--- config.mk ---
export PLATFORM = sky130hd
export DESIGN_NAME = pos_table_host
export DESIGN_NICKNAME = d
export VERILOG_FILES = /design/src/pos_host_pkg.sv /design/src/pos_value_encoder.sv /design/src/pos_table_host.sv
export SDC_FILE = /design/constraint.sdc
export NUM_CORES = 2
export LEC_CHECK = 0
export BUFFER_PORTS_ARGS = -buffer_cell sky130_fd_sc_hd__buf_2
export CORE_UTILIZATION = 63
export CTS_BUF_LIST = sky130_fd_sc_hd__clkbuf_8
export DETAILED_ROUTE_END_ITERATION = 6
export HOLD_SLACK_MARGIN = 0.15
export PLACE_DENSITY = 0.83
export REMOVE_ABC_BUFFERS = 1
export SLEW_MARGIN = 40
export SYNTH_ARGS = -nofsm -noshare
export SYNTH_HDL_FRONTEND = slang
export SYNTH_SLANG_ARGS = --single-unit
--- constraint.sdc ---
create_clock -name clk_sys -period 4.9 [get_ports clk_sys]
set_input_delay 0.49 -clock clk_sys [delete_from_list [all_inputs] [get_ports clk_sys]]
set_output_delay 0.49 -clock clk_sys [all_outputs]
set_load 0.1 [all_outputs]
--- src/pos_host_pkg.sv ---
// Word map, limits, codes and types for the position-table host controller
package pos_host_pkg;
  // Clock and zone watchdog timing
  localparam int CLK_FREQ_HZ = 20000000;
  localparam int WD_ZONE_TIME_MS = 1000;
  localparam int WD_ZONE_CYCLES = WD_ZONE_TIME_MS * (CLK_FREQ_HZ / 1000);
  // Data word addresses in the device transfer area
  localparam logic [9:0] WORD_DIST_OUTER = 10'h032;
  localparam logic [9:0] WORD_COUNT = 10'h03a;
  localparam logic [9:0] WORD_ENTRY_BASE = 10'h03c;
  localparam logic [9:0] WORD_ENTRY_END = 10'h335;
  localparam logic [9:0] ENTRY_WORDS = 10'h003;
  // Position numbers
  localparam logic [7:0] MAX_POS = 8'hfe;
  localparam logic [7:0] NUM_SKIP = 8'hff;
  // Value limits
  localparam logic signed [31:0] LIN_LIMIT = 32'sh0098967f;
  localparam logic signed [31:0] DIST_MAX = 32'sh000f423f;
  localparam logic signed [31:0] DIST_MIN = 32'sh00000001;
  localparam logic signed [31:0] BIN_LIMIT = 32'sh00800000;
  // Value encoding
  localparam logic [4:0] BCD_STEPS = 5'h18;
  localparam logic [3:0] BCD_SIGN_NEG = 4'hf;
  // Error codes
  localparam logic [2:0] ERR_NONE = 3'h0;
  localparam logic [2:0] ERR_DIST = 3'h1;
  localparam logic [2:0] ERR_COUNT = 3'h2;
  localparam logic [2:0] ERR_NUM = 3'h3;
  localparam logic [2:0] ERR_DUP = 3'h4;
  localparam logic [2:0] ERR_VALUE = 3'h5;
  localparam logic [2:0] ERR_INDEX = 3'h6;

  typedef enum logic [3:0] {
    S_IDLE = 4'h0, S_CHECK = 4'h1, S_CONV = 4'h2, S_WHI = 4'h3, S_WLO = 4'h4,
    S_WCNT = 4'h5, S_WAIT_ENT = 4'h6, S_WNUM = 4'h7, S_GO = 4'h8
  } state_type;

  typedef enum logic [1:0] {PH_DIST = 2'h0, PH_ENTRY = 2'h1, PH_UPD = 2'h2} phase_type;

  typedef struct packed {
    logic [7:0] num;
    logic signed [31:0] value;
  } entry_type;

  typedef struct packed {
    logic signed [31:0] outer;
    logic signed [31:0] middle;
    logic signed [31:0] inner;
  } dist_set_type;

  // First data word of a position entry, zero-based entry index
  function automatic logic [9:0] entry_word(input logic [7:0] idx);
    return WORD_ENTRY_BASE + 10'(idx) * ENTRY_WORDS;
  endfunction
endpackage

--- src/pos_value_encoder.sv ---
// Encodes a signed value into two data words, binary or signed BCD
`timescale 1ns/1ps
module pos_value_encoder (
  input wire logic clk_sys, // System clock
  input wire logic rst_n, // Async reset, active low
  input wire logic start, // Pulse: latch value and encode
  input wire logic bcd_mode, // 1: BCD words, 0: binary words
  input wire logic signed [31:0] value, // Value to encode
  output logic done, // Pulse: words valid
  output logic [15:0] word_hi, // First data word
  output logic [15:0] word_lo // Second data word
);
  import pos_host_pkg::*;

  logic [27:0] bcd_reg, bcd_next;
  logic [23:0] mag_reg, mag_next;
  logic [4:0] cnt_reg, cnt_next;
  logic neg_reg, neg_next;
  logic busy_reg, busy_next;
  logic done_reg, done_next;
  logic mode_reg, mode_next;
  logic [31:0] out_reg, out_next;

  // Add three to every digit above four before each shift
  function automatic logic [27:0] bcd_adjust(input logic [27:0] d);
    logic [27:0] r;
    r = d;
    for (int i = 0; i < 7; i++) begin
      if (r[i*4 +: 4] > 4'h4) r[i*4 +: 4] = r[i*4 +: 4] + 4'h3;
    end
    return r;
  endfunction

  // Binary answers in one cycle; BCD walks 24 shift steps
  // sign-extended binary or signed BCD
  always_comb begin
    logic [27:0] adj;
    adj = bcd_adjust(bcd_reg);
    bcd_next = bcd_reg;
    mag_next = mag_reg;
    cnt_next = cnt_reg;
    neg_next = neg_reg;
    busy_next = busy_reg;
    mode_next = mode_reg;
    out_next = out_reg;
    done_next = 1'b0;
    if (start) begin
      mode_next = bcd_mode;
      if (bcd_mode) begin
        neg_next = value[31];
        mag_next = value[31] ? 24'(-value) : value[23:0];
        bcd_next = '0;
        cnt_next = BCD_STEPS;
        busy_next = 1'b1;
      end else begin
        out_next = {{8{value[23]}}, value[23:0]};
        done_next = 1'b1;
      end
    end else if (busy_reg) begin
      {bcd_next, mag_next} = {adj[26:0], mag_reg, 1'b0};
      cnt_next = cnt_reg - 5'h01;
      if (cnt_reg == 5'h01) begin
        busy_next = 1'b0;
        done_next = 1'b1;
        out_next = {neg_reg ? BCD_SIGN_NEG : 4'h0, adj[26:0], mag_reg[23]};
      end
    end
  end

  // Register stage
  always_ff @(posedge clk_sys or negedge rst_n) begin
    if (!rst_n) begin
      bcd_reg <= '0;
      mag_reg <= '0;
      cnt_reg <= '0;
      neg_reg <= 1'b0;
      busy_reg <= 1'b0;
      done_reg <= 1'b0;
      mode_reg <= 1'b0;
      out_reg <= '0;
    end else begin
      bcd_reg <= bcd_next;
      mag_reg <= mag_next;
      cnt_reg <= cnt_next;
      neg_reg <= neg_next;
      busy_reg <= busy_next;
      done_reg <= done_next;
      mode_reg <= mode_next;
      out_reg <= out_next;
    end
  end

  assign done = done_reg;
  assign word_hi = out_reg[31:16];
  assign word_lo = out_reg[15:0];

  AST_BIN_LATENCY: assert property (@(posedge clk_sys) disable iff (!rst_n)
    start && !bcd_mode |=> done && (word_hi[15:8] == {8{word_hi[7]}}))
    else $error("binary encode not sign extended in one cycle");
  AST_BCD_LATENCY: assert property (@(posedge clk_sys) disable iff (!rst_n)
    start && bcd_mode |-> !done [*8] ##18 done)
    else $error("BCD encode latency wrong");
  AST_BCD_SIGN: assert property (@(posedge clk_sys) disable iff (!rst_n)
    done && mode_reg |-> word_hi[15:12] == (neg_reg ? BCD_SIGN_NEG : 4'h0))
    else $error("BCD sign nibble wrong");
endmodule // pos_value_encoder

--- src/pos_table_host.sv ---
// Host controller that loads and updates a device position table and times approach zones
`timescale 1ns/1ps
// Function
// - Values lie within plus/minus 9,999,999 linear, or 0 to rotary final minus one.
// - Numbers are 1 to 254, each used once; duplicates are errors.
// - Host writes position count 0 to 254 in word 58 low byte, high zero.
// - Entries take three words from word 60; number first, then value.
// - Values are binary sign-extended from 24 bits or seven BCD digits plus sign.
// - Later value changes address entries by list index, not number.
// - Outer distance exceeds middle, middle exceeds inner.
// - Outer, middle, inner distances go in words 50-51, 52-53, 54-55.
// - Distances 1 to 999,999; rotary also at most half the final value.
// - Host should time each approach zone and overtravel with watchdogs.
module pos_table_host #(
  parameter int unsigned WD_CYCLES = pos_host_pkg::WD_ZONE_CYCLES // Zone watchdog limit
) (
  input wire logic clk_sys, // System clock
  input wire logic rst_n, // Async reset, active low
  input wire logic cfg_start, // Pulse: start a configuration transfer
  input wire logic [7:0] cfg_count, // Number of entries to transfer
  input wire logic cfg_bcd, // 1: send values in BCD
  input wire logic cfg_rotary, // 1: rotary axis
  input wire logic signed [31:0] cfg_rot_final, // Rotary final value
  input pos_host_pkg::dist_set_type cfg_dist, // Outer, middle, inner distances
  input wire logic ent_valid, // Entry offered
  input pos_host_pkg::entry_type ent, // Entry number and value
  input wire logic upd_valid, // Pulse: change a stored value
  input wire logic [7:0] upd_index, // One-based entry index to change
  input wire logic signed [31:0] upd_value, // New value
  input wire logic sel_pulse, // Pulse: a position was selected
  input wire logic wd_clear, // Pulse: stop and clear the watchdog
  input wire logic dev_err_pin, // Device error pin, asynchronous
  input wire logic [2:0] dev_flags_pin, // Outer, middle, inner range flags
  output logic [9:0] dw_addr, // Data word address to device
  output logic [15:0] dw_data, // Data word to device
  output logic dw_wr, // Pulse: write data word
  output logic cfg_go, // Pulse: transfer complete
  output logic ent_ready, // Entry accepted when valid
  output logic host_busy, // Sequence in progress
  output logic [2:0] err_code, // Last refusal, 0 when none
  output logic dev_error, // Synchronised device error
  output logic wd_timeout // Zone time exceeded, sticky
);
  import pos_host_pkg::*;

  localparam logic [31:0] WD_LAST = 32'(WD_CYCLES - 1);
  if (WD_CYCLES < 2) begin : g_bad_wd
    $error("WD_CYCLES must be at least 2");
  end

  state_type state_reg, state_next;
  phase_type phase_reg, phase_next;
  logic [7:0] idx_reg, idx_next, count_reg, count_next, num_reg, num_next;
  logic bcd_reg, bcd_next, rotary_reg, rotary_next, skip_reg, skip_next;
  logic signed [31:0] rot_final_reg, rot_final_next, enc_val_reg, enc_val_next;
  dist_set_type dist_reg, dist_next;
  logic [255:0] used_reg, used_next;
  logic configured_reg, configured_next, enc_start_reg, enc_start_next;
  logic [9:0] addr_reg, addr_next, dw_addr_reg, dw_addr_next;
  logic [15:0] dw_data_reg, dw_data_next;
  logic dw_wr_reg, dw_wr_next, go_reg, go_next, ready_reg, ready_next, busy_reg, busy_next;
  logic [2:0] err_reg, err_next;
  logic enc_done;
  logic [15:0] enc_hi, enc_lo;

  // Value check against the axis kind and the chosen encoding
  function automatic logic value_ok(input logic signed [31:0] v);
    logic rng;
    rng = rotary_reg ? (v >= 0 && v < rot_final_reg) : (v >= -LIN_LIMIT && v <= LIN_LIMIT);
    return rng && (bcd_reg || (v >= -BIN_LIMIT && v < BIN_LIMIT));
  endfunction

  function automatic logic dist_ok(input logic signed [31:0] d);
    return d >= DIST_MIN && d <= DIST_MAX && (!rotary_reg || (d <<< 1) <= rot_final_reg);
  endfunction

  function automatic logic signed [31:0] dist_pick(input logic [7:0] k);
    return (k == 8'h00) ? dist_reg.outer : ((k == 8'h01) ? dist_reg.middle : dist_reg.inner);
  endfunction

  // Words are converted one at a time; a shared encoder saves area
  pos_value_encoder u_enc (
    .clk_sys(clk_sys),
    .rst_n(rst_n),
    .start(enc_start_reg),
    .bcd_mode(bcd_reg),
    .value(enc_val_reg),
    .done(enc_done),
    .word_hi(enc_hi),
    .word_lo(enc_lo)
  );

  // Transfer sequencer
  always_comb begin
    state_next = state_reg;
    phase_next = phase_reg;
    idx_next = idx_reg;
    count_next = count_reg;
    num_next = num_reg;
    bcd_next = bcd_reg;
    rotary_next = rotary_reg;
    skip_next = skip_reg;
    rot_final_next = rot_final_reg;
    enc_val_next = enc_val_reg;
    dist_next = dist_reg;
    used_next = used_reg;
    configured_next = configured_reg;
    enc_start_next = 1'b0;
    addr_next = addr_reg;
    dw_addr_next = dw_addr_reg;
    dw_data_next = dw_data_reg;
    dw_wr_next = 1'b0;
    go_next = 1'b0;
    err_next = err_reg;
    unique case (state_reg)
      S_IDLE: begin
        if (cfg_start) begin
          count_next = cfg_count;
          bcd_next = cfg_bcd;
          rotary_next = cfg_rotary;
          rot_final_next = cfg_rot_final;
          dist_next = cfg_dist;
          used_next = '0;
          configured_next = 1'b0;
          err_next = ERR_NONE;
          idx_next = 8'h00;
          phase_next = PH_DIST;
          state_next = S_CHECK;
        end else if (upd_valid && configured_reg) begin
          if (upd_index == 8'h00 || upd_index > count_reg) begin
            err_next = ERR_INDEX;
          end else if (!value_ok(upd_value)) begin
            err_next = ERR_VALUE;
          end else begin
            err_next = ERR_NONE;
            idx_next = upd_index;
            addr_next = entry_word(upd_index - 8'h01) + 10'h001;
            enc_val_next = upd_value;
            enc_start_next = 1'b1;
            phase_next = PH_UPD;
            state_next = S_CONV;
          end
        end
      end
      S_CHECK: begin
        // nesting and limits checked before anything is sent
        if (count_reg > MAX_POS) begin
          err_next = ERR_COUNT;
          state_next = S_IDLE;
        end else if (!(dist_reg.outer > dist_reg.middle && dist_reg.middle > dist_reg.inner)
            || !dist_ok(dist_reg.outer) || !dist_ok(dist_reg.middle)
            || !dist_ok(dist_reg.inner)) begin
          err_next = ERR_DIST;
          state_next = S_IDLE;
        end else begin
          enc_val_next = dist_reg.outer;
          enc_start_next = 1'b1;
          addr_next = WORD_DIST_OUTER;
          state_next = S_CONV;
        end
      end
      S_CONV: begin
        if (enc_done) state_next = S_WHI;
      end
      S_WHI: begin
        dw_addr_next = addr_reg;
        dw_data_next = enc_hi;
        dw_wr_next = 1'b1;
        state_next = S_WLO;
      end
      S_WLO: begin
        dw_addr_next = addr_reg + 10'h001;
        dw_data_next = enc_lo;
        dw_wr_next = 1'b1;
        if (phase_reg == PH_DIST) begin
          if (idx_reg == 8'h02) begin
            state_next = S_WCNT;
          end else begin
            idx_next = idx_reg + 8'h01;
            enc_val_next = dist_pick(idx_reg + 8'h01);
            enc_start_next = 1'b1;
            addr_next = addr_reg + 10'h002;
            state_next = S_CONV;
          end
        end else if (phase_reg == PH_ENTRY) begin
          idx_next = idx_reg + 8'h01;
          state_next = (idx_reg + 8'h01 == count_reg) ? S_GO : S_WAIT_ENT;
        end else begin
          state_next = S_IDLE;
        end
      end
      S_WCNT: begin
        dw_addr_next = WORD_COUNT;
        dw_data_next = {8'h00, count_reg};
        dw_wr_next = 1'b1;
        idx_next = 8'h00;
        phase_next = PH_ENTRY;
        state_next = (count_reg == 8'h00) ? S_GO : S_WAIT_ENT;
      end
      S_WAIT_ENT: begin
        if (ent_valid && ready_reg) begin
          num_next = ent.num;
          // value words follow the number word
          addr_next = entry_word(idx_reg) + 10'h001;
          skip_next = (ent.num == NUM_SKIP);
          state_next = S_WNUM;
          if (ent.num == NUM_SKIP) begin
            state_next = S_WNUM;
          end else if (ent.num == 8'h00) begin
            err_next = ERR_NUM;
            state_next = S_IDLE;
          end else if (used_reg[ent.num]) begin
            err_next = ERR_DUP;
            state_next = S_IDLE;
          end else if (!value_ok(ent.value)) begin
            err_next = ERR_VALUE;
            state_next = S_IDLE;
          end else begin
            used_next[ent.num] = 1'b1;
            enc_val_next = ent.value;
            enc_start_next = 1'b1;
          end
        end
      end
      S_WNUM: begin
        dw_addr_next = entry_word(idx_reg);
        dw_data_next = {8'h00, num_reg};
        dw_wr_next = 1'b1;
        if (skip_reg) begin
          idx_next = idx_reg + 8'h01;
          state_next = (idx_reg + 8'h01 == count_reg) ? S_GO : S_WAIT_ENT;
        end else begin
          state_next = S_CONV;
        end
      end
      S_GO: begin
        go_next = 1'b1;
        configured_next = 1'b1;
        state_next = S_IDLE;
      end
    endcase
    ready_next = (state_next == S_WAIT_ENT);
    busy_next = (state_next != S_IDLE);
  end

  always_ff @(posedge clk_sys or negedge rst_n) begin
    if (!rst_n) begin
      state_reg <= S_IDLE;
      phase_reg <= PH_DIST;
      idx_reg <= '0;
      count_reg <= '0;
      num_reg <= '0;
      bcd_reg <= 1'b0;
      rotary_reg <= 1'b0;
      skip_reg <= 1'b0;
      rot_final_reg <= '0;
      enc_val_reg <= '0;
      dist_reg <= '0;
      used_reg <= '0;
      configured_reg <= 1'b0;
      enc_start_reg <= 1'b0;
      addr_reg <= '0;
      dw_addr_reg <= '0;
      dw_data_reg <= '0;
      dw_wr_reg <= 1'b0;
      go_reg <= 1'b0;
      ready_reg <= 1'b0;
      busy_reg <= 1'b0;
      err_reg <= ERR_NONE;
    end else begin
      state_reg <= state_next;
      phase_reg <= phase_next;
      idx_reg <= idx_next;
      count_reg <= count_next;
      num_reg <= num_next;
      bcd_reg <= bcd_next;
      rotary_reg <= rotary_next;
      skip_reg <= skip_next;
      rot_final_reg <= rot_final_next;
      enc_val_reg <= enc_val_next;
      dist_reg <= dist_next;
      used_reg <= used_next;
      configured_reg <= configured_next;
      enc_start_reg <= enc_start_next;
      addr_reg <= addr_next;
      dw_addr_reg <= dw_addr_next;
      dw_data_reg <= dw_data_next;
      dw_wr_reg <= dw_wr_next;
      go_reg <= go_next;
      ready_reg <= ready_next;
      busy_reg <= busy_next;
      err_reg <= err_next;
    end
  end

  // Pin synchronisers and zone watchdog
  logic dev_err_meta_reg, dev_err_reg;
  logic [2:0] flags_meta_reg, flags_sync_reg, zone_reg, zone_next;
  logic wd_arm_reg, wd_arm_next, wd_tmo_reg, wd_tmo_next;
  logic [31:0] wd_cnt_reg, wd_cnt_next;
  logic wd_fire;

  // zone timer restarts on every flag change, so each zone gets the full limit
  always_comb begin
    zone_next = flags_sync_reg;
    wd_arm_next = wd_arm_reg;
    wd_tmo_next = wd_tmo_reg;
    wd_fire = wd_arm_reg && !sel_pulse && (flags_sync_reg == zone_reg) && (wd_cnt_reg == WD_LAST);
    if (sel_pulse || flags_sync_reg != zone_reg) wd_cnt_next = '0;
    else if (wd_arm_reg) wd_cnt_next = wd_cnt_reg + 32'h1;
    else wd_cnt_next = wd_cnt_reg;
    if (wd_clear) begin
      wd_arm_next = 1'b0;
      wd_tmo_next = 1'b0;
    end
    if (sel_pulse) wd_arm_next = 1'b1;
    // Timeout beats a clear in the same cycle
    if (wd_fire) begin
      wd_tmo_next = 1'b1;
      wd_arm_next = 1'b0;
    end
  end

  always_ff @(posedge clk_sys or negedge rst_n) begin
    if (!rst_n) begin
      dev_err_meta_reg <= 1'b0;
      dev_err_reg <= 1'b0;
      flags_meta_reg <= 3'h7;
      flags_sync_reg <= 3'h7;
      zone_reg <= 3'h7;
      wd_arm_reg <= 1'b0;
      wd_tmo_reg <= 1'b0;
      wd_cnt_reg <= '0;
    end else begin
      dev_err_meta_reg <= dev_err_pin;
      dev_err_reg <= dev_err_meta_reg;
      flags_meta_reg <= dev_flags_pin;
      flags_sync_reg <= flags_meta_reg;
      zone_reg <= zone_next;
      wd_arm_reg <= wd_arm_next;
      wd_tmo_reg <= wd_tmo_next;
      wd_cnt_reg <= wd_cnt_next;
    end
  end

  assign dw_addr = dw_addr_reg;
  assign dw_data = dw_data_reg;
  assign dw_wr = dw_wr_reg;
  assign cfg_go = go_reg;
  assign ent_ready = ready_reg;
  assign host_busy = busy_reg;
  assign err_code = err_reg;
  assign dev_error = dev_err_reg;
  assign wd_timeout = wd_tmo_reg;

  AST_COUNT_WORD: assert property (@(posedge clk_sys) disable iff (!rst_n)
    dw_wr_reg && dw_addr_reg == WORD_COUNT |-> dw_data_reg[15:8] == 8'h00
      && dw_data_reg[7:0] <= MAX_POS && $past(state_reg) == S_WCNT)
    else $error("count word malformed");
  AST_ENTRY_SPAN: assert property (@(posedge clk_sys) disable iff (!rst_n)
    dw_wr_reg && $past(state_reg) == S_WNUM |-> dw_addr_reg <= WORD_ENTRY_END - 10'h002
      && dw_addr_reg == entry_word($past(idx_reg)) && dw_data_reg[15:8] == 8'h00)
    else $error("entry number word misplaced");
  AST_DIST_WORDS: assert property (@(posedge clk_sys) disable iff (!rst_n)
    state_reg == S_WHI && phase_reg == PH_DIST
      |=> dw_wr_reg && dw_addr_reg == WORD_DIST_OUTER + {1'b0, $past(idx_reg), 1'b0}
      ##1 dw_wr_reg && dw_addr_reg == WORD_DIST_OUTER + {1'b0, $past(idx_reg, 2), 1'b1})
    else $error("distance words misplaced");
  AST_DIST_ORDER: assert property (@(posedge clk_sys) disable iff (!rst_n)
    state_reg == S_CHECK && count_reg <= MAX_POS && dist_reg.outer <= dist_reg.middle
      |=> state_reg == S_IDLE && err_reg == ERR_DIST && !dw_wr_reg)
    else $error("bad distance order not refused");
  AST_DIST_RANGE: assert property (@(posedge clk_sys) disable iff (!rst_n)
    state_reg == S_CHECK && dist_reg.outer > DIST_MAX |=> err_reg != ERR_NONE)
    else $error("distance above limit not refused");
  AST_DUP_REFUSED: assert property (@(posedge clk_sys) disable iff (!rst_n)
    state_reg == S_WAIT_ENT && ent_valid && ready_reg && ent.num != NUM_SKIP
      && ent.num != 8'h00 && used_reg[ent.num] |=> err_reg == ERR_DUP [*2])
    else $error("duplicate number not refused");
  AST_VALUE_RANGE: assert property (@(posedge clk_sys) disable iff (!rst_n)
    state_reg == S_WAIT_ENT && ent_valid && ready_reg && ent.num != NUM_SKIP
      && ent.num != 8'h00 && !used_reg[ent.num] && !rotary_reg && ent.value > LIN_LIMIT
      |=> err_reg == ERR_VALUE && state_reg == S_IDLE)
    else $error("out of range value not refused");
  AST_UPD_ADDR: assert property (@(posedge clk_sys) disable iff (!rst_n)
    state_reg == S_WHI && phase_reg == PH_UPD
      |=> dw_wr_reg && dw_addr_reg == entry_word($past(idx_reg) - 8'h01) + 10'h001)
    else $error("update not addressed by entry index");
  AST_WD_FIRE: assert property (@(posedge clk_sys) disable iff (!rst_n)
    wd_arm_reg && wd_cnt_reg == WD_LAST && !sel_pulse && flags_sync_reg == zone_reg
      |=> wd_timeout && !wd_arm_reg)
    else $error("zone watchdog did not fire");
endmodule // pos_table_host

==> results.py <==
metrics = {
    "timing": {
        "fin_crit_sh_pct": 93.8,
        "rsz0062_at_grt": "false",
        "whs_ns": 0.208,
        "slew_headroom_pct": 39.8,
        "max_freq_mhz": 218,
        "fin_crit_ns": 4.60,
        "tightest_slew_ns": 0.901,
        "setup_ws_ns": 0.304,
        "slew_viol_final": 0,
        "clock_skew_ns": 0.0441,
        "finalSetupViolCount": 0,
        "hold_viol": 0,
    },
    "clock_network": {
        "cts_root_buf": "clkbuf_8",
        "clkLatencyLatePin_ns": 0.74,
        "cts.htree.levels": 3,
        "postCtsResizedCells": 0,
        "cts_sinks": 621,
        "clockBufferDepth": 3,
        "cts_tree": "built",
        "holdBufCountCts": 161,
        "cts_buffers": 104,
        "cts.clk_slew.worst_paths_ns": 0.06,
        "post_cts_buffers": 0,
    },
    "global_route": {
        "globalRouteMet3Util_pct": 10.6,
        "antenna_found_initial": 10,
        "grt_overflow": 0,
        "grt_pass1_wl_um": 181000,
        "top_usage_layer": "met2",
        "grt_use_met2_pct": 57.6,
        "grtUsageTotal_pct": 39.0,
        "grt_pass1_vias": 32505,
        "met1_usage_pct": 52.4,
        "grt_max_degree": 139,
    },
    "layout": {
        "area_growth_pct": 16.1,
        "nets": 4712,
        "layout-drive-gt1-share_pct": 14.6,
        "fillers": 3970,
        "multi_input_area_sq_mm": 0.0196,
        "layout.cells.non_filler": 5052,
        "design_area_sq_mm": 0.0426,
        "regArea_sq_mm": 0.0156,
        "largest_reg_flops": 256,
    },
    "yosys": {
        "syn_area_sq_mm": 0.0367,
        "syn_inst": 3821,
        "synth_top_flop_cell": "dfrtp_1",
        "ys_types": 81,
        "synth-edff-count": 0,
        "ys_ff_latch": 621,
        "synth-seq-area-share_pct": 42.4,
        "synth_async_sr_flop_share_pct": 100,
        "syn_avg_cell_area_sq_um": 9.60,
        "yosysWarnings": 0,
    },
    "place": {
        "post-place-ws_ns": 0.449,
        "port_buffers": 263,
        "gp_congestion": 1.03,
        "dpl_cell_area_sq_mm": 0.0387,
        "post-place-cells": 4698,
        "hpwl_um": 76600,
    },
    "critical_path": {
        "timing.rr.start": "dist_reg[95]",
        "worstSetupPathType": "reg -> reg",
        "crit_slowest_cell": "nor4_1",
        "required_ns": 5.52,
        "endpoint_kind": "flop",
        "rrSetupSlack_ns": 0.30,
        "cp_cell_sequence": "ha_1, nand2_1, nor4_1, nand3_1, a31oi_1, o21ai_0, a2111o_1, a2111oi_4, o211ai_1, nor2_2, mux2_2",
        "ff2ff_path_depth": 11,
        "crit_fanout": 9,
        "cp_data_arrival_time_ns": 5.21,
        "cpPeakStageDelay_ns": 0.65,
        "worstSetupStartpointType": "flop",
        "r2r-end": "addr_reg[9]",
    },
    "outcome": {
        "status": "complete, but fails checks",
        "violations": "DRC",
    },
    "floorplan": {
        "dieArea_sq_mm": 0.0592,
        "start_util_pct": 63.7,
        "core_area_sq_mm": 0.0576,
        "rows": 88,
        "io_pins": 264,
        "die_w_um": 243,
        "die_h_um": 243,
    },
    "min_path": {
        "hold_path_class": "in -> async",
    },
    "power_and_ir_drop": {
        "totalPowerFinal_uw": 23300,
        "powerDensity_mw_per_mm2": 547,
        "p_leak_uw": 0.0202,
        "vdd_drop_max_v": 0.000819,
    },
    "route": {
        "drc": 5,
        "ant_nets": 0,
        "wl_per_cell_um": 22.8,
        "totalWireLength_um": 115000,
        "vias": 33251,
        "drt_iter0_drc": 3707,
        "viasPerCell": 6.58,
        "drt_first_pass_iters": 7,
    },
    "job": {
        "max_cap_viol_count": 0,
    },
}
## kinds of logic after synthesis
family / share of synthesized area, %
muxes: 7.51
xor gates and xnor gates: 2.41
adders and majority gates: 9.64
buffers and inverters: 4.30
AOI/OAI and AO/OA: 19.1
and+or+nand+nor: 14.6
DFF: 42.4
## cells in the mapped netlist, drive strengths merged, types with 10 or more instances
cell	n	share of area [%]
a221oi	37	0.88
clkbuf	160	1.6
xor2	47	1.1
nand2	522	5.3
a21oi	206	2.8
o21bai	10	0.20
o211ai	14	0.29
nand4	68	1.2
a21o	37	0.76
nor2b	27	0.46
dfrtp	612	42
nor3b	11	0.23
buf	52	0.82
ha	281	9.6
nor2	268	2.8
nor3	44	0.60
a31oi	16	0.27
mux2	61	1.9
o21ai	276	3.8
and3	14	0.24
xnor2	54	1.3
mux4	38	2.3
or4	12	0.26
a211oi	53	1.1
a22o	252	6.0
and4	12	0.29
mux2i	120	3.3
nand2b	22	0.38
nor4	45	0.81
or3	22	0.38
inv	180	1.8
o31ai	23	0.48
nand3	67	0.91
a22oi	32	0.66
## worst max-delay path, delay by kind of cell, from the launching register on
family          cells  cell delay (ns)
mux                 1             0.39
compound gates      5             1.64
simple gates        4             1.58
fa+ha+maj           1             0.40
flops               1             0.47
## layout make-up
| type | count | area share, % |
|---|---|---|
| multi-input cells | 2808 | 46.1 |
| flip-flops and latches | 621 | 36.5 |
| repair buffers | 486 | 8.36 |
| clock buffers | 134 | 4.33 |
| well taps | 765 | 2.25 |
| inverters | 180 | 1.59 |
| clock inverters | 52 | 0.814 |
| diodes | 6 | 0.0353 |
## metrics by stage
stage,utilization [%],TNS [ns]
finish,73.9,0
global placement,67.2,0
global route,73.9,0
CTS,73.8,0
floorplan,-,-585.15
detailed placement,67.2,0
## how the worst max path moves through the flow
stage | from | endpoint | slack [ns]
final | dist_reg[95] | addr_reg[9] | 0.30
after global routing | dist_reg[62] | addr_reg[1] | 0.15
after floorplan | state_reg[1] | used_reg[213] | -2.32
after global placement | ent[32] | used_reg[216] | 0.49
after detailed placement | ent[32] | used_reg[216] | 0.45
after CTS | dist_reg[63] | addr_reg[9] | 0.60
## routing by layer
metal  vias to the layer above  wire length, um
met1                     16092            45800
met2                      1988            50400
met4                        10             5940
met5                         -               60
li1                      14723                -
met3                       438            13000
## cells in the final DEF (no fill, tap or decap), types with 42 or more instances in the layout
master and n:
a21oi_1 205, nor3_1 42, xnor2_1 54, a22o_1 252
clkbuf_8 134, dlygate4sd3_1 161, buf_4 50, nand3_1 67
nand2_1 521, dfrtp_1 609, mux2i_1 120, nor2_1 262
a211oi_1 53, nand4_1 68, xor2_1 47, mux2_2 58
buf_2 261, o21ai_0 275, nor4_1 43, ha_1 281
inv_1 207
## power by group
group	total (uW)	internal (uW)	switching, uW
clock	4860	2620	2240
sequential	7850	6250	1600
combinational	10600	3780	6790
total	23300	12700	10600
No activity file was read; power rests on OpenSTA's default activity.
